### src/rsl_params.svh
`ifndef RSL_PARAMS_SVH
`define RSL_PARAMS_SVH

// ----------------------------------------------------------------------
// Register word indices on the Avalon-MM slave (one 32-bit word each)
// ----------------------------------------------------------------------
`define RSL_OFS_CTRL      4'h0
`define RSL_OFS_SEL       4'h1
`define RSL_OFS_M0        4'h2
`define RSL_OFS_M1        4'h3
`define RSL_OFS_MOVF0     4'h4
`define RSL_OFS_MOVF1     4'h5
`define RSL_OFS_MOVF2     4'h6
`define RSL_OFS_IRQF      4'h7
`define RSL_OFS_IRQM      4'h8
`define RSL_OFS_EVTCFG    4'h9

// ----------------------------------------------------------------------
// Field positions
// ----------------------------------------------------------------------
`define RSL_CTRL_GO       0
`define RSL_CTRL_LATCH    1
`define RSL_CTRL_SYNC     2
`define RSL_CTRL_STATE    3
`define RSL_SEL_CNT_LSB   0
`define RSL_SEL_OVF_LSB   4
`define RSL_EVT1_LSB      0
`define RSL_EVT2_LSB      4

// ----------------------------------------------------------------------
// Window select codes and event selector codes
// ----------------------------------------------------------------------
`define RSL_WIN_COUNT     3'h0
`define RSL_WIN_CAPTURE   3'h1
`define RSL_WIN_PERIOD    3'h2
`define RSL_WIN_CMP1      3'h3
`define RSL_WIN_CMP2      3'h4
`define RSL_EVT_NONE      4'h0

// ----------------------------------------------------------------------
// Reset values
// ----------------------------------------------------------------------
`define RSL_TIM_RST       16'h0000
`define RSL_OVF_RST       24'h00_0000

`endif

### src/rsl_pkg.sv
package rsl_pkg;

    // Timer run state.
    typedef enum logic {
        RSL_IDLE,
        RSL_RUN
    } rsl_state_e;

    // The eight timer events; the last field is bit 0 of the flag byte.
    typedef struct packed {
        logic long_cmp2;
        logic long_cmp1;
        logic ovf_cmp2;
        logic ovf_cmp1;
        logic ovf_per;
        logic tim_cmp2;
        logic tim_cmp1;
        logic tim_ovf;
    } rsl_evt_s;

endpackage

### src/rsl_radio_slot_timer.sv
`timescale 1ns/1ps
`include "rsl_params.svh"

// Overview of operation
// Idle after reset; go bit starts it.
// Writing go bit zero returns to idle.
// Start/stop immediate or on slow tick.
// Count increments each cycle while running.
// Low count read latches high byte.
// Idle count load, low byte first.
// Count at period clears; overflow flag set.
// Running count write freezes, loads delta.
// Delta decrements, stops at zero.
// Count equals compare sets compare flag.
// Each timer overflow increments overflow counter.
// Joint latch captures whole timestamp.
// Low overflow read latches upper bytes.
// Overflow write applies on top byte.
// Overflow counter at period clears, flags.
// Overflow compares set their flags.
// Forty-bit long compares set flags.
// Capture event stores count and overflow.
// Flags set by hardware, cleared by software.
// Two event outputs pick any event.
// Window select codes map internal registers.
// Internal registers reset to zero.
// Interrupt is OR of masked flags.
// Event selector has none code, pulses.
module rsl_radio_slot_timer (
    input  wire logic        clk,
    input  wire logic        nrst,
    input  wire logic [5:0]  avs_address,
    input  wire logic        avs_read,
    input  wire logic        avs_write,
    input  wire logic [31:0] avs_writedata,
    input  wire logic [3:0]  avs_byteenable,
    output logic      [31:0] avs_readdata,
    output logic             avs_waitrequest,
    input  wire logic        slow_tick,
    input  wire logic        capture_in,
    output logic             irq,
    output logic             event_out_one,
    output logic             event_out_two
);

    // ------------------------------------------------------------------
    // Declarations
    // ------------------------------------------------------------------
    rsl_pkg::rsl_state_e state;          // Run state.
    rsl_pkg::rsl_state_e next_state;     // Next run state.
    rsl_pkg::rsl_evt_s   evt;            // Events of this cycle.
    logic        go_bit;                 // Software run request.
    logic        joint_latch_select;     // Timestamp latch mode.
    logic        sync_mode;              // Align start/stop to slow tick.
    logic [2:0]  count_window_select;    // Window for the count ports.
    logic [2:0]  overflow_window_select; // Window for the overflow ports.
    logic [15:0] tim;                    // The 16-bit up-counter.
    logic [15:0] tim_cap;                // Captured count.
    logic [15:0] tim_per;                // Count period.
    logic [15:0] tim_cmp1;               // Count compare one.
    logic [15:0] tim_cmp2;               // Count compare two.
    logic [15:0] delta;                  // Delta stretch counter.
    logic [23:0] ovf;                    // Overflow counter.
    logic [23:0] ovf_cap;                // Captured overflow count.
    logic [23:0] ovf_per;                // Overflow period.
    logic [23:0] ovf_cmp1;               // Overflow compare one.
    logic [23:0] ovf_cmp2;               // Overflow compare two.
    logic [7:0]  tim_hi_latch;           // Latched high count byte.
    logic [15:0] ovf_hi_latch;           // Latched upper overflow bytes.
    logic [7:0]  ovf_lo_latch;           // Latched low overflow byte.
    logic [7:0]  cnt_lo_stage;           // Low byte waiting for the high write.
    logic [15:0] ovf_lo_stage;           // Two low bytes waiting for the top write.
    logic [7:0]  irq_flag_reg;           // Sticky event flags.
    logic [7:0]  irq_mask_reg;           // Interrupt masks.
    logic [3:0]  event_out_one_select;   // Selector for event output one.
    logic [3:0]  event_out_two_select;   // Selector for event output two.
    logic        rd_take;                // Read taken this cycle.
    logic        wr_take;                // Write taken this cycle.
    logic        wr_byte;                // Write carrying the low byte lane.
    logic [3:0]  reg_idx;                // Word index of the access.
    logic [7:0]  wbyte;                  // Written byte.
    logic        tick;                   // Count advances this cycle.
    logic        m1_write;               // High count port written.
    logic        movf2_write;            // Top overflow port written.
    logic [15:0] cnt_word;               // Assembled 16-bit write value.
    logic [23:0] ovf_word;               // Assembled 24-bit write value.
    logic [7:0]  next_rdata;             // Read value of the addressed port.
    logic [15:0] cnt_win;                // Count window contents.
    logic [23:0] ovf_win;                // Overflow window contents.
    logic        sync_ok;                // A start/stop may complete now.

    // ------------------------------------------------------------------
    // Avalon-MM handshake
    // ------------------------------------------------------------------
    // A request sees waitrequest high for one cycle and low in the next.
    // Read data and read side effects are taken in the first cycle, so
    // the latches fire once per access even though the master holds.
    assign reg_idx     = avs_address[5:2];
    assign wbyte       = avs_writedata[7:0];
    assign rd_take     = avs_read && avs_waitrequest;
    assign wr_take     = avs_write && !avs_waitrequest;
    assign wr_byte     = wr_take && avs_byteenable[0];
    assign m1_write    = wr_byte && (reg_idx == `RSL_OFS_M1);
    assign movf2_write = wr_byte && (reg_idx == `RSL_OFS_MOVF2);
    assign cnt_word    = {wbyte, cnt_lo_stage};
    assign ovf_word    = {wbyte, ovf_lo_stage};

    // The wait state toggles so every access takes exactly two cycles.
    always_ff @(posedge clk or negedge nrst) begin
        if (!nrst) begin
            avs_waitrequest <= 1'b1;
        end else begin
            avs_waitrequest <= !((avs_read || avs_write) && avs_waitrequest);
        end
    end

    // ------------------------------------------------------------------
    // Direct control registers
    // ------------------------------------------------------------------
    // Control, selects, masks and event selectors; all zero at reset.
    always_ff @(posedge clk or negedge nrst) begin
        if (!nrst) begin
            go_bit                 <= 1'b0;
            joint_latch_select     <= 1'b0;
            sync_mode              <= 1'b0;
            count_window_select    <= 3'h0;
            overflow_window_select <= 3'h0;
            irq_mask_reg           <= 8'h00;
            event_out_one_select   <= `RSL_EVT_NONE;
            event_out_two_select   <= `RSL_EVT_NONE;
        end else if (wr_byte) begin
            case (reg_idx)
                `RSL_OFS_CTRL: begin
                    go_bit             <= wbyte[`RSL_CTRL_GO];
                    joint_latch_select <= wbyte[`RSL_CTRL_LATCH];
                    sync_mode          <= wbyte[`RSL_CTRL_SYNC];
                end
                `RSL_OFS_SEL: begin
                    count_window_select    <= wbyte[`RSL_SEL_CNT_LSB +: 3];
                    overflow_window_select <= wbyte[`RSL_SEL_OVF_LSB +: 3];
                end
                `RSL_OFS_IRQM: begin
                    irq_mask_reg <= wbyte;
                end
                `RSL_OFS_EVTCFG: begin
                    event_out_one_select <= wbyte[`RSL_EVT1_LSB +: 4];
                    event_out_two_select <= wbyte[`RSL_EVT2_LSB +: 4];
                end
                default: begin
                    // Other offsets are handled by their own processes.
                end
            endcase
        end
    end

    // ------------------------------------------------------------------
    // Run state machine
    // ------------------------------------------------------------------
    // With sync mode the change waits for the slow tick pulse; no reload
    // arithmetic is done, so a sync start resumes from the held values.
    assign sync_ok = !sync_mode || slow_tick;

    always_comb begin
        next_state = state;
        case (state)
            rsl_pkg::RSL_IDLE: begin
                if (go_bit && sync_ok) begin
                    next_state = rsl_pkg::RSL_RUN;
                end
            end
            rsl_pkg::RSL_RUN: begin
                if (!go_bit && sync_ok) begin
                    next_state = rsl_pkg::RSL_IDLE;
                end
            end
            default: begin
                next_state = rsl_pkg::RSL_IDLE;
            end
        endcase
    end

    // The state register starts idle.
    always_ff @(posedge clk or negedge nrst) begin
        if (!nrst) begin
            state <= rsl_pkg::RSL_IDLE;
        end else begin
            state <= next_state;
        end
    end

    // ------------------------------------------------------------------
    // Up-counter and delta stretch
    // ------------------------------------------------------------------
    // The count only moves while running and no delta is pending.
    assign tick = (state == rsl_pkg::RSL_RUN) && (delta == 16'h0000);

    // Byte staging: the low byte waits until the high port is written.
    always_ff @(posedge clk or negedge nrst) begin
        if (!nrst) begin
            cnt_lo_stage <= 8'h00;
            ovf_lo_stage <= 16'h0000;
        end else if (wr_byte) begin
            if (reg_idx == `RSL_OFS_M0) begin
                cnt_lo_stage <= wbyte;
            end else if (reg_idx == `RSL_OFS_MOVF0) begin
                ovf_lo_stage[7:0] <= wbyte;
            end else if (reg_idx == `RSL_OFS_MOVF1) begin
                ovf_lo_stage[15:8] <= wbyte;
            end
        end
    end

    // The count wraps to zero in the cycle it sits at the period.
    always_ff @(posedge clk or negedge nrst) begin
        if (!nrst) begin
            tim <= `RSL_TIM_RST;
        end else if (m1_write && count_window_select == `RSL_WIN_COUNT
                     && state == rsl_pkg::RSL_IDLE) begin
            tim <= cnt_word;
        end else if (tick) begin
            if (tim == tim_per) begin
                tim <= `RSL_TIM_RST;
            end else begin
                tim <= tim + 16'h0001;
            end
        end
    end

    // A running count write loads the delta; it then counts down to zero.
    always_ff @(posedge clk or negedge nrst) begin
        if (!nrst) begin
            delta <= 16'h0000;
        end else if (m1_write && count_window_select == `RSL_WIN_COUNT
                     && state == rsl_pkg::RSL_RUN) begin
            delta <= cnt_word;
        end else if (state == rsl_pkg::RSL_RUN && delta != 16'h0000) begin
            delta <= delta - 16'h0001;
        end
    end

    // Period and compare values written through the count window.
    always_ff @(posedge clk or negedge nrst) begin
        if (!nrst) begin
            tim_per  <= `RSL_TIM_RST;
            tim_cmp1 <= `RSL_TIM_RST;
            tim_cmp2 <= `RSL_TIM_RST;
        end else if (m1_write) begin
            case (count_window_select)
                `RSL_WIN_PERIOD: tim_per  <= cnt_word;
                `RSL_WIN_CMP1:   tim_cmp1 <= cnt_word;
                `RSL_WIN_CMP2:   tim_cmp2 <= cnt_word;
                default: begin
                    // Count is handled above; capture and reserved are read-only.
                end
            endcase
        end
    end

    // ------------------------------------------------------------------
    // Overflow counter
    // ------------------------------------------------------------------
    // A software write lands only when the top byte arrives.
    always_ff @(posedge clk or negedge nrst) begin
        if (!nrst) begin
            ovf <= `RSL_OVF_RST;
        end else if (movf2_write && overflow_window_select == `RSL_WIN_COUNT) begin
            ovf <= ovf_word;
        end else if (evt.tim_ovf) begin
            if (ovf == ovf_per) begin
                ovf <= `RSL_OVF_RST;
            end else begin
                ovf <= ovf + 24'h00_0001;
            end
        end
    end

    // Period and compare values written through the overflow window.
    always_ff @(posedge clk or negedge nrst) begin
        if (!nrst) begin
            ovf_per  <= `RSL_OVF_RST;
            ovf_cmp1 <= `RSL_OVF_RST;
            ovf_cmp2 <= `RSL_OVF_RST;
        end else if (movf2_write) begin
            case (overflow_window_select)
                `RSL_WIN_PERIOD: ovf_per  <= ovf_word;
                `RSL_WIN_CMP1:   ovf_cmp1 <= ovf_word;
                `RSL_WIN_CMP2:   ovf_cmp2 <= ovf_word;
                default: begin
                    // Counter handled above; capture and reserved are read-only.
                end
            endcase
        end
    end

    // ------------------------------------------------------------------
    // Capture
    // ------------------------------------------------------------------
    // The packet event takes a snapshot of both counters together.
    always_ff @(posedge clk or negedge nrst) begin
        if (!nrst) begin
            tim_cap <= `RSL_TIM_RST;
            ovf_cap <= `RSL_OVF_RST;
        end else if (capture_in) begin
            tim_cap <= tim;
            ovf_cap <= ovf;
        end
    end

    // ------------------------------------------------------------------
    // Events
    // ------------------------------------------------------------------
    // Overflow-counter events are tied to the timer overflow so that a
    // counter parked on a compare value does not fire every cycle.
    always_comb begin
        evt           = '0;
        evt.tim_ovf   = tick && (tim == tim_per);
        evt.tim_cmp1  = tick && (tim == tim_cmp1);
        evt.tim_cmp2  = tick && (tim == tim_cmp2);
        evt.ovf_per   = evt.tim_ovf && (ovf == ovf_per);
        evt.ovf_cmp1  = evt.tim_ovf && (ovf == ovf_cmp1);
        evt.ovf_cmp2  = evt.tim_ovf && (ovf == ovf_cmp2);
        evt.long_cmp1 = tick && ({ovf, tim} == {ovf_cmp1, tim_cmp1});
        evt.long_cmp2 = tick && ({ovf, tim} == {ovf_cmp2, tim_cmp2});
    end

    // ------------------------------------------------------------------
    // Flags, interrupt and event outputs
    // ------------------------------------------------------------------
    // Writing zero clears a flag; a new event in the same cycle wins.
    always_ff @(posedge clk or negedge nrst) begin
        if (!nrst) begin
            irq_flag_reg <= 8'h00;
        end else if (wr_byte && reg_idx == `RSL_OFS_IRQF) begin
            irq_flag_reg <= (irq_flag_reg & wbyte) | evt;
        end else begin
            irq_flag_reg <= irq_flag_reg | evt;
        end
    end

    // Registered so the output comes straight from a flop.
    always_ff @(posedge clk or negedge nrst) begin
        if (!nrst) begin
            irq <= 1'b0;
        end else begin
            irq <= |(irq_flag_reg & irq_mask_reg);
        end
    end

    // Code 0 is none; code n from 1 to 8 picks event bit n-1, codes 9 to 15 pick none. Pulses lag by one cycle.
    always_ff @(posedge clk or negedge nrst) begin
        if (!nrst) begin
            event_out_one <= 1'b0;
            event_out_two <= 1'b0;
        end else begin
            event_out_one <= (event_out_one_select != `RSL_EVT_NONE) &&
                             (event_out_one_select <= 4'h8) &&
                             evt[3'(event_out_one_select - 4'h1)];
            event_out_two <= (event_out_two_select != `RSL_EVT_NONE) &&
                             (event_out_two_select <= 4'h8) &&
                             evt[3'(event_out_two_select - 4'h1)];
        end
    end

    // ------------------------------------------------------------------
    // Read path and latches
    // ------------------------------------------------------------------
    // Window contents; reserved codes read as zero.
    always_comb begin
        case (count_window_select)
            `RSL_WIN_COUNT:   cnt_win = tim;
            `RSL_WIN_CAPTURE: cnt_win = tim_cap;
            `RSL_WIN_PERIOD:  cnt_win = tim_per;
            `RSL_WIN_CMP1:    cnt_win = tim_cmp1;
            `RSL_WIN_CMP2:    cnt_win = tim_cmp2;
            default:          cnt_win = 16'h0000;
        endcase
        case (overflow_window_select)
            `RSL_WIN_COUNT:   ovf_win = ovf;
            `RSL_WIN_CAPTURE: ovf_win = ovf_cap;
            `RSL_WIN_PERIOD:  ovf_win = ovf_per;
            `RSL_WIN_CMP1:    ovf_win = ovf_cmp1;
            `RSL_WIN_CMP2:    ovf_win = ovf_cmp2;
            default:          ovf_win = 24'h00_0000;
        endcase
    end

    // Byte returned for the addressed port; live upper bytes go via latches.
    always_comb begin
        next_rdata = 8'h00;
        case (reg_idx)
            `RSL_OFS_CTRL: begin
                next_rdata = {4'h0, (state == rsl_pkg::RSL_RUN), sync_mode,
                              joint_latch_select, go_bit};
            end
            `RSL_OFS_SEL:    next_rdata = {1'b0, overflow_window_select,
                                           1'b0, count_window_select};
            `RSL_OFS_M0:     next_rdata = cnt_win[7:0];
            `RSL_OFS_M1: begin
                next_rdata = (count_window_select == `RSL_WIN_COUNT) ?
                             tim_hi_latch : cnt_win[15:8];
            end
            `RSL_OFS_MOVF0: begin
                next_rdata = (overflow_window_select == `RSL_WIN_COUNT
                              && joint_latch_select) ? ovf_lo_latch : ovf_win[7:0];
            end
            `RSL_OFS_MOVF1: begin
                next_rdata = (overflow_window_select == `RSL_WIN_COUNT) ?
                             ovf_hi_latch[7:0] : ovf_win[15:8];
            end
            `RSL_OFS_MOVF2: begin
                next_rdata = (overflow_window_select == `RSL_WIN_COUNT) ?
                             ovf_hi_latch[15:8] : ovf_win[23:16];
            end
            `RSL_OFS_IRQF:   next_rdata = irq_flag_reg;
            `RSL_OFS_IRQM:   next_rdata = irq_mask_reg;
            `RSL_OFS_EVTCFG: next_rdata = {event_out_two_select, event_out_one_select};
            default:         next_rdata = 8'h00;
        endcase
    end

    // Read data is registered in the wait cycle and held to the take edge.
    always_ff @(posedge clk or negedge nrst) begin
        if (!nrst) begin
            avs_readdata <= 32'h0000_0000;
        end else if (rd_take) begin
            avs_readdata <= {24'h00_0000, next_rdata};
        end
    end

    // Latches fired by reads of the low ports with window 000.
    always_ff @(posedge clk or negedge nrst) begin
        if (!nrst) begin
            tim_hi_latch <= 8'h00;
            ovf_hi_latch <= 16'h0000;
            ovf_lo_latch <= 8'h00;
        end else if (rd_take) begin
            if (reg_idx == `RSL_OFS_M0 && count_window_select == `RSL_WIN_COUNT) begin
                tim_hi_latch <= tim[15:8];
                if (joint_latch_select) begin
                    ovf_lo_latch <= ovf[7:0];
                    ovf_hi_latch <= ovf[23:8];
                end
            end else if (reg_idx == `RSL_OFS_MOVF0 && !joint_latch_select
                         && overflow_window_select == `RSL_WIN_COUNT) begin
                ovf_hi_latch <= ovf[23:8];
            end
        end
    end

endmodule

### config.mk
export PLATFORM = sky130hd
export DESIGN_NAME = rsl_radio_slot_timer
export DESIGN_NICKNAME = d
export VERILOG_FILES = /design/src/rsl_pkg.sv /design/src/rsl_radio_slot_timer.sv
export VERILOG_INCLUDE_DIRS = /design/src
export SDC_FILE = /design/constraint.sdc
export NUM_CORES = 1
export LEC_CHECK = 0
export ABC_AREA = 1
export BUFFER_PORTS_ARGS = -buffer_cell sky130_fd_sc_hd__clkbuf_2
export CORE_UTILIZATION = 40
export DETAILED_ROUTE_END_ITERATION = 12
export HOLD_SLACK_MARGIN = 0.06
export PLACE_DENSITY_LB_ADDON = 0.25
export SLEW_MARGIN = 30
export SYNTH_ARGS = -nofsm -noshare
export SYNTH_HDL_FRONTEND = slang
export SYNTH_SLANG_ARGS = --single-unit
### constraint.sdc
create_clock -name clk -period 3.9 [get_ports clk]
set_input_delay 0.39 -clock clk [delete_from_list [all_inputs] [get_ports clk]]
set_output_delay 0.39 -clock clk [all_outputs]
set_load 0.01 [all_outputs]
==> impl_metrics.toml, run 1 <==
[synth]
async_flop_share_pct = 100
ys_types = 51
ys_warn_count = 0
synth-edff-count = 0
yosysTopAreaCellShare_pct = 45.1
synth_area_leaders = "dfrtp_1 (45%), nand2_1 (16%), o21ai_0 (9.0%)"
synthFlopType = "dfrtp_1"
syn_area_um2 = 17600
syn_inst = 2379
synth_area_leader_cell = "dfrtp_1"
ys_ff_latch = 318
synth_area_per_cell_um2 = 7.39
synth-seq-area-share_pct = 45.3

[sta]
clock_skew_ns = 0.0204
period_needed_ns = 2.86
setup_slack_ns = 1.04
rsz0062_at_grt = "no"
fmax_mhz = 350
setup_viol = 0
finalMaxSlewViolations = 0
fin_setup_tns_ns = 0
finalHoldViolCount = 0
maxSlewHeadroom_pct = 36.1
finalCritPeriodShare_pct = 73.4
holdWs_ns = 0.0924
worst_slew_pin_slew_ns = 0.957

[cells_and_area]
multi_input_area_um2 = 8020
layout_commonest_cell = "nand2_1"
drive_gt1_share_pct = 7.04
seq_area_um2 = 7960
fill_cells = 4400
final_cell_mix = "nand2_1 (739), dfrtp_1 (317), o21ai_0 (315)"
area_growth_pct = 11.0
diodes = 0
finish.utilization_pct = 45.2
final_net_count = 2431

[run_status]
outcome = "complete, no violations"

[clock_network]
clockBufferDepth = 3
cts_sinks = 318
ctsResizeCount = 0
path_clk_slew_ns = 0.06
cts_setup_buffers = 0
cts_buffers = 39
insertion_delay_ns = 0.56
cts_tree = "built"
cts_max_level = 2
cts-root-buf = "clkbuf_16"

[place]
dp_slack_ns = 1.11
gp_congestion = 0.944
dpl.hpwl_um = 39000
portBuffers = 30

[global_route]
grt_usage_pct = 25.5
grt_max_degree = 103
grt_pass1_wl_um = 87300
grt_pass1_vias = 15100
grt.overflow.total = 0
antenna_found_initial = 2

[critical_path]
critical_path_class = "register to register"
arrival_ns = 3.31
r2r_slack_ns = 1.04
setup.worst_path.end_class = "register"
cp_max_fo = 19
cp_data_required_time_ns = 4.35
start_kind = "register"

[drt]
dr.pass1.iters = 6
drc = 0
vias = 15900
antenna_left = 0
drt-initial-drc-count = 1571
post_drt_wl_per_cell_um = 18.6
drt-vias-per-instance = 5.32
drt-total-wl_um = 55500

[floorplan]
die_area_um2 = 44800
start_util_pct = 40.7
num_rows = 76
die_x_um = 212
core_um2 = 43200
boundaryPins = 84
chipHeight_um = 212

[power]
peakVddDrop_uv = 308
power_density_nw_per_um2 = 476
leakagePower_nw = 8.92
power_w = 0.00929

[hold_path]
min_path_type = "input port to register"

[flow_run]
drv_cap = 0
==> report_power, final <==
group	total [W]	internal [W]	switching (W)
logic	0.00160	0.000475	0.00113
clock network	0.00384	0.00238	0.00146
registers	0.00385	0.00359	0.000261
==> per-stage QoR <==
step	std cells	area [um2]
detailed placement	2916	18100
CTS	2987	19500
global placement	2916	18100
finish	2987	19500
global route	2987	19500
floorplan	2402	17700
==> final timing paths <==
path                                           startpoint         endpoint  cells after the start
worst max register to register  overflow_window_select[2]  avs_readdata[3]                     11
worst min register to register            avs_readdata[4]  avs_readdata[4]                      2
worst min-delay path                     avs_writedata[0]  irq_flag_reg[0]                      3
worst max-delay path            overflow_window_select[2]  avs_readdata[3]                     11
min in group asynchronous                            nrst  tim_hi_latch[0]                      2
max in group asynchronous                            nrst      ovf_cmp1[4]                      3
==> cells in the mapped netlist (2+ instances only) <==
cell type  count
a211oi_1       3
a21oi_1       55
a221oi_1       3
a31oi_1        2
buf_2         43
buf_4         33
buf_6          2
clkbuf_1      53
clkinv_1       3
dfrtp_1      317
ha_1           8
inv_1        245
inv_2         18
nand2_1      741
nand2_2        5
nand3_1       81
nand3b_1       5
nand4_1       34
nor2_1       183
nor2_2         5
nor2_4         5
nor3_1        22
nor3_4         3
nor3b_1        2
nor4_1         5
o2111ai_1      5
o211ai_1      14
o21ai_0      315
o21ai_1       11
o21bai_1       5
o221ai_1      22
o22ai_1       42
o311ai_0       4
o31ai_1        7
xnor2_1        6
xor2_1        57
==> layer usage <==
metal / track usage, % / up-vias / wire length (um)
met4: 9.52 / 2 / 1900
met2: 38.6 / 540 / 24200
met1: 36.5 / 7597 / 25400
met3: 4.05 / 113 / 3990
met5: 0 / - / 11
li1: - / 7642 / -
==> layout make-up <==
| class | count | share of cell area [%] |
|---|---|---|
| Clock buffer | 56 | 5.91 |
| Clock inverter | 12 | 0.962 |
| Tap cell | 585 | 3.75 |
| Inverter | 267 | 5.15 |
| Sequential cell | 318 | 40.8 |
| Timing Repair Buffer | 64 | 2.30 |
| Multi-Input combinational cell | 1685 | 41.1 |
==> critical path, cell delays in order (launching register included) <==
cell and delay, ns:
dfrtp_1 0.61, inv_1 0.19, nand2_1 0.09, buf_4 0.25, nor2_1 0.63, inv_1 0.32
o21ai_0 0.17, nand2_1 0.11, nand2_1 0.09, nand4_1 0.11, nand2_1 0.12, nand2_1 0.06
==> cells by family after synthesis <==
group	Yosys count	synth area share [%]
compound gates	491	15.5
xor+xnor	63	3.14
fa+ha+maj	8	0.570
buf+inv	399	9.63
flops	318	45.3
other cells	1	0.0213
simple gates	1099	25.8
==> repair_timing <==
item                                    4_1_cts  5_1_grt
hold endpoints to repair                     96        0
hold buffers                                  3        0
endpoints found under the setup margin        0        0
(Power assumes the default switching activity.)
==> run 2: changes to the inputs <==
- clock period: 3.9 -> 2.6 ns (I/O delays scaled with it)
==> run 2 against run 1 <==
  * Die area did not move
  * Sequential power up 50%
  * Clock power increased by 51%
  * Sequential share of layout area is 1.1 points lower
  * Maximum frequency up 13%
  * Wire length rose by 2.2%
  * Critical path type unchanged
  * Largest cell class unchanged
  * Largest power group unchanged
  * Highest routed layer unchanged
==> impl_metrics.toml, run 2 (synthesized netlist as in run 1, its figures left out) <==
[run_status]
outcome = "complete, no violations"

[floorplan]
die_area_um2 = 44800
boundaryPins = 84
num_rows = 76
core_um2 = 43200
start_util_pct = 40.7
die_x_um = 212
chipHeight_um = 212

[critical_path]
critical_path_class = "register to register"
rr_startpoint = "overflow_window_select[2]"
cp_num_cells = 10
cp_data_required_time_ns = 3.06
start_kind = "register"
cp_top_family = "simple AND/OR/NAND/NOR gates"
arrival_ns = 2.99
r2r_end = "avs_readdata[3]"
critPathBufInv = 2
max_stage_delay_ns = 0.52
r2r_slack_ns = 0.07
cp_max_fo = 7
crit_chain = "inv_1 > nand3_1 > buf_4 > o21ai_0 > a211oi_1 > a21oi_1 > nor2_1 > nand4_1 > nand2_1 > nand2_1"
crit_top_cell = "nand2_1"
setup.worst_path.end_class = "register"
crit_start = "overflow_window_select[2]"
slowest_stage = "a211oi_1"
reg2reg_depth = 10

[cells_and_area]
final_cell_mix = "nand2_1 (739), o21ai_0 (315), dfrtp_1 (313)"
multi_input_area_um2 = 8020
area_growth_pct = 14.1
drive_gt1_share_pct = 9.02
fill_cells = 4399
post_layout_nonfiller_instances = 3046
seq_area_um2 = 7960
final_net_count = 2486
layout_commonest_cell = "nand2_1"
fin_area_um2 = 20000

[global_route]
grt_usage_pct = 26.0
grt_max_degree = 80
antenna_found_initial = 2
grt_pass1_wl_um = 89000
grt.overflow.total = 0
grt_pass1_vias = 15300

[drt]
post_drt_wl_per_cell_um = 18.6
drt-initial-drc-count = 1691
drc = 0
antenna_left = 0
vias = 16300
drt-total-wl_um = 56800
drt-vias-per-instance = 5.35
dr.pass1.iters = 6

[sta]
finalHoldViolCount = 0
fmax_mhz = 395
setup_viol = 0
finalMaxSlewViolations = 0
rsz0062_at_grt = "no"
clock_skew_ns = 0.0173
finalCritPeriodShare_pct = 97.4
period_needed_ns = 2.53
fin_setup_tns_ns = 0
maxSlewHeadroom_pct = 36.5
worst_slew_pin_slew_ns = 0.951

[clock_network]
cts_sinks = 318
clockBufferDepth = 3
cts_max_level = 2
insertion_delay_ns = 0.57
cts_tree = "built"
cts-root-buf = "clkbuf_16"
cts_buffers = 40
path_clk_slew_ns = 0.06

[hold_path]
hold_path_depth = 3
min_path_type = "input port to register"
holdPathEnd = "delta[13]"
hold_start = "avs_writedata[5]"

[place]
portBuffers = 30
post_dp_cell_area_um2 = 18500
dp_cells = 2961
dpl.hpwl_um = 40700
gp_congestion = 0.948

[power]
peakVddDrop_uv = 557
power_density_nw_per_um2 = 703
leakagePower_nw = 9.21
power_w = 0.0141

[flow_run]
drv_cap = 0
==> run 2: cell count changes in the layout (fill, tap and decap cells not counted), moves of 3 or more <==
cell | before | now
buf_4 | 29 | 69
dlygate4sd3_1 | 3 | 11
buf_12 | 2 | 8
dfrtp_1 | 317 | 313
dfrtp_2 | 0 | 4
clkbuf_1 | 8 | 11
==> run 2: area by class of cell <==
cell class                 count  share of cell area [%]
clock inverter                11                   0.849
inverter                     267                    5.03
tap                          585                    3.65
sequential                   318                    39.7
antenna                        1                  0.0125
timing repair buffer         118                    4.73
clock buffer                  61                    6.00
multi-input combinational   1685                    40.0
==> run 2: what timing repair did <==
item	in CTS	in global routing
buffers inserted	0	1
hold buffers	11	0
gates resized for setup	0	8
endpoints found under the hold margin	116	0
setup endpoints to repair	0	13
==> run 2: worst max-delay path by stage <==
stage | slack [ns] | to
2_1_floorplan | 0.69 | ovf[9]
6_report | 0.07 | avs_readdata[3]
3_3_place_gp | 0.22 | avs_readdata[3]
4_1_cts | 0.19 | avs_readdata[0]
5_1_grt | 0.002 | ovf[5]
3_5_place_dp | 0.19 | delta[15]
==> run 2: stage by stage <==
step / hold slack (ns) / worst slack (ns) / utilization [%]
global placement: 0.222 / 0.215 / 42.9
detailed placement: 0.218 / 0.191 / 42.9
finish: 0.109 / 0.0687 / 46.4
global route: 0.109 / 0.00231 / 46.4
floorplan: -0.0356 / 0.693 / -
CTS: 0.0795 / 0.187 / 46.4
==> run 2: power breakdown <==
part,total (W),leakage [nW],switching [W],internal (W)
combinational,0.00253,4.29,0.00173,0.000804
sequential,0.00578,4.25,0.000401,0.00538
clock,0.00578,0.676,0.00219,0.00359
total,0.0141,9.21,0.00432,0.00977
==> run 2: routing by layer <==
metal	track usage [%]	wire, um	part of all wire [%]	vias to the layer above
met5	0	32	0.056	-
met4	9.35	1860	3.3	4
met3	4.90	4280	7.5	108
met2	40.0	25000	44	597
met1	36.5	25500	45	7847
li1	-	-	-	7746
==> run 2: worst reg2reg max path, stage by stage, from the launching register on <==
cell      delay, ns
dfrtp_1        0.41
inv_1          0.10
nand3_1        0.36
buf_4          0.21
o21ai_0        0.07
a211oi_1       0.52
a21oi_1        0.14
nor2_1         0.33
nand4_1        0.15
nand2_1        0.09
nand2_1        0.05
==> run 3: changes to the inputs <==
- BUFFER_PORTS_ARGS: -buffer_cell sky130_fd_sc_hd__clkbuf_2 -> -buffer_cell sky130_fd_sc_hd__buf_4
==> run 3 against run 2 <==
  * Global-route usage down 0.098 points
  * Non-clock buffer count increased by 5
  * Sequential cell count stayed put
  * Die area did not move
  * Clock skew grew 0.0037 ns
  * First-iteration DRC count down 5.6%
  * Critical path depth up 1
  * Sequential share of layout area grew 0.072 points
  * Cell count hardly changed
  * Clock power shrank 6.7%
  * Design area decreased by 0.18%
  * Sequential power about the same
==> impl_metrics.toml, run 3 (synthesized netlist as in run 1, its figures left out) <==
[run_status]
outcome = "complete, no violations"

[sta]
worst_slew_pin_slew_ns = 0.907
finalHoldViolCount = 0
fmax_mhz = 417
finalMaxSlewViolations = 0
fin_setup_tns_ns = 0
setup_viol = 0
finalCritPeriodShare_pct = 92.2
period_needed_ns = 2.40
holdWs_ns = 0.246
clock_skew_ns = 0.0210
maxSlewHeadroom_pct = 39.5

[cells_and_area]
layout_commonest_cell = "nand2_1"
fill_cells = 4338
seq_area_um2 = 7960
finish.utilization_pct = 46.4
area_growth_pct = 13.9
fin_area_um2 = 20000
drive_gt1_share_pct = 8.95
final_net_count = 2489
final_cell_mix = "nand2_1 (740), o21ai_0 (315), dfrtp_1 (313)"
multi_input_area_um2 = 8010
post_layout_nonfiller_instances = 3044
diodes = 0

[drt]
post_drt_wl_per_cell_um = 18.6
drt-initial-drc-count = 1596
drt-total-wl_um = 56600
antenna_left = 0
drt-vias-per-instance = 5.29
vias = 16100
dr.pass1.iters = 7
drc = 0

[critical_path]
cp_max_fo = 19
crit_chain = "nor2_1 > inv_1 > nor2_4 > nand2_1 > nor2_4 > inv_2 > nand2_4 > inv_2 > o21ai_0 > o21ai_1 > o21ai_0"
setup.worst_path.end_class = "register"
reg2reg_depth = 11
max_stage_delay_ns = 0.42
cp_data_required_time_ns = 3.07
slowest_stage = "nor2_1"
cp_num_cells = 11
critPathBufInv = 3
cp_top_family = "simple AND/OR/NAND/NOR gates"
crit_path_end = "tim[5]"
rr_startpoint = "avs_waitrequest"
start_kind = "register"
crit_start = "avs_waitrequest"
arrival_ns = 2.87
r2r_slack_ns = 0.20
critical_path_class = "register to register"
r2r_end = "tim[5]"

[clock_network]
cts_max_level = 2
path_clk_slew_ns = 0.06
cts_tree = "built"
cts-root-buf = "clkbuf_16"
insertion_delay_ns = 0.56
cts_buffers = 38
cts_sinks = 318
clockBufferDepth = 3

[flow_run]
drv_cap = 0

[global_route]
grt_pass1_wl_um = 88300
grt.overflow.total = 0
grt_usage_pct = 25.9
grt_max_degree = 97
antenna_found_initial = 1
grt_pass1_vias = 15100

[floorplan]
core_um2 = 43200
die_area_um2 = 44800
die_x_um = 212
start_util_pct = 40.7
num_rows = 76
boundaryPins = 84
chipHeight_um = 212

[place]
gp_congestion = 0.938
dp_cells = 2964
portBuffers = 30
post_dp_cell_area_um2 = 18600
dpl.hpwl_um = 40800

[power]
power_density_nw_per_um2 = 687
peakVddDrop_uv = 517
leakagePower_nw = 9.19

[hold_path]
min_path_type = "input port to async pin"
run 3: cell count changes in the layout (fill, tap and decap cells not counted), moves of 2 or more:
cell,before,now
clkbuf_1,11,9
clkbuf_8,8,6
buf_4,69,102
clkbuf_16,42,39
clkinv_2,5,7
clkbuf_2,29,0
run 3: how the worst min path moves through the flow:
stage | endpoint | depth (start not counted) | slack [ns]
2_1_floorplan | async pin | 0 | -0.04
3_3_place_gp | ovf_hi_latch[13] | 1 | 0.24
3_5_place_dp | ovf_hi_latch[13] | 1 | 0.24
4_1_cts | ovf_cap[20] | 3 | 0.25
5_1_grt | ovf_per[20] | 2 | 0.28
6_report | ovf_hi_latch[13] | 2 | 0.25
run 3: layout make-up:
class                      count  area share [%]
clock inverter                12           0.706
timing repair buffer         123            5.30
inverter                     267            5.04
sequential                   318            39.8
clock buffer                  54            5.46
tap                          585            3.66
multi-input combinational   1685            40.0
run 3: metal layers:
| metal | global-route usage, % | routed length [um] |
|---|---|---|
| met1 | 37.0 | 25900 |
| met2 | 39.7 | 25000 |
| met5 | 0 | 0 |
| met4 | 8.42 | 1650 |
| met3 | 4.63 | 4160 |
run 3: what timing repair did:
action	CTS	global route
endpoints found under the hold margin	65	0
endpoints found under the setup margin	0	5
setup buffers	0	2
resized for setup	0	6
hold buffers	12	0
run 3: through the flow:
step / total power (W) / worst slack (ns)
floorplan: 0.00726 / 0.693
global placement: 0.00833 / 0.255
detailed placement: 0.00838 / 0.172
CTS: 0.0138 / 0.200
global route: 0.0144 / -0.00729
finish: 0.0138 / 0.202
run 3: power by group:
group          total (W)  internal, W  switching [W]  leakage [nW]
Combinational    0.00262     0.000853        0.00177          4.33
Clock            0.00539      0.00322        0.00217         0.609
Sequential       0.00575      0.00538       0.000367          4.25
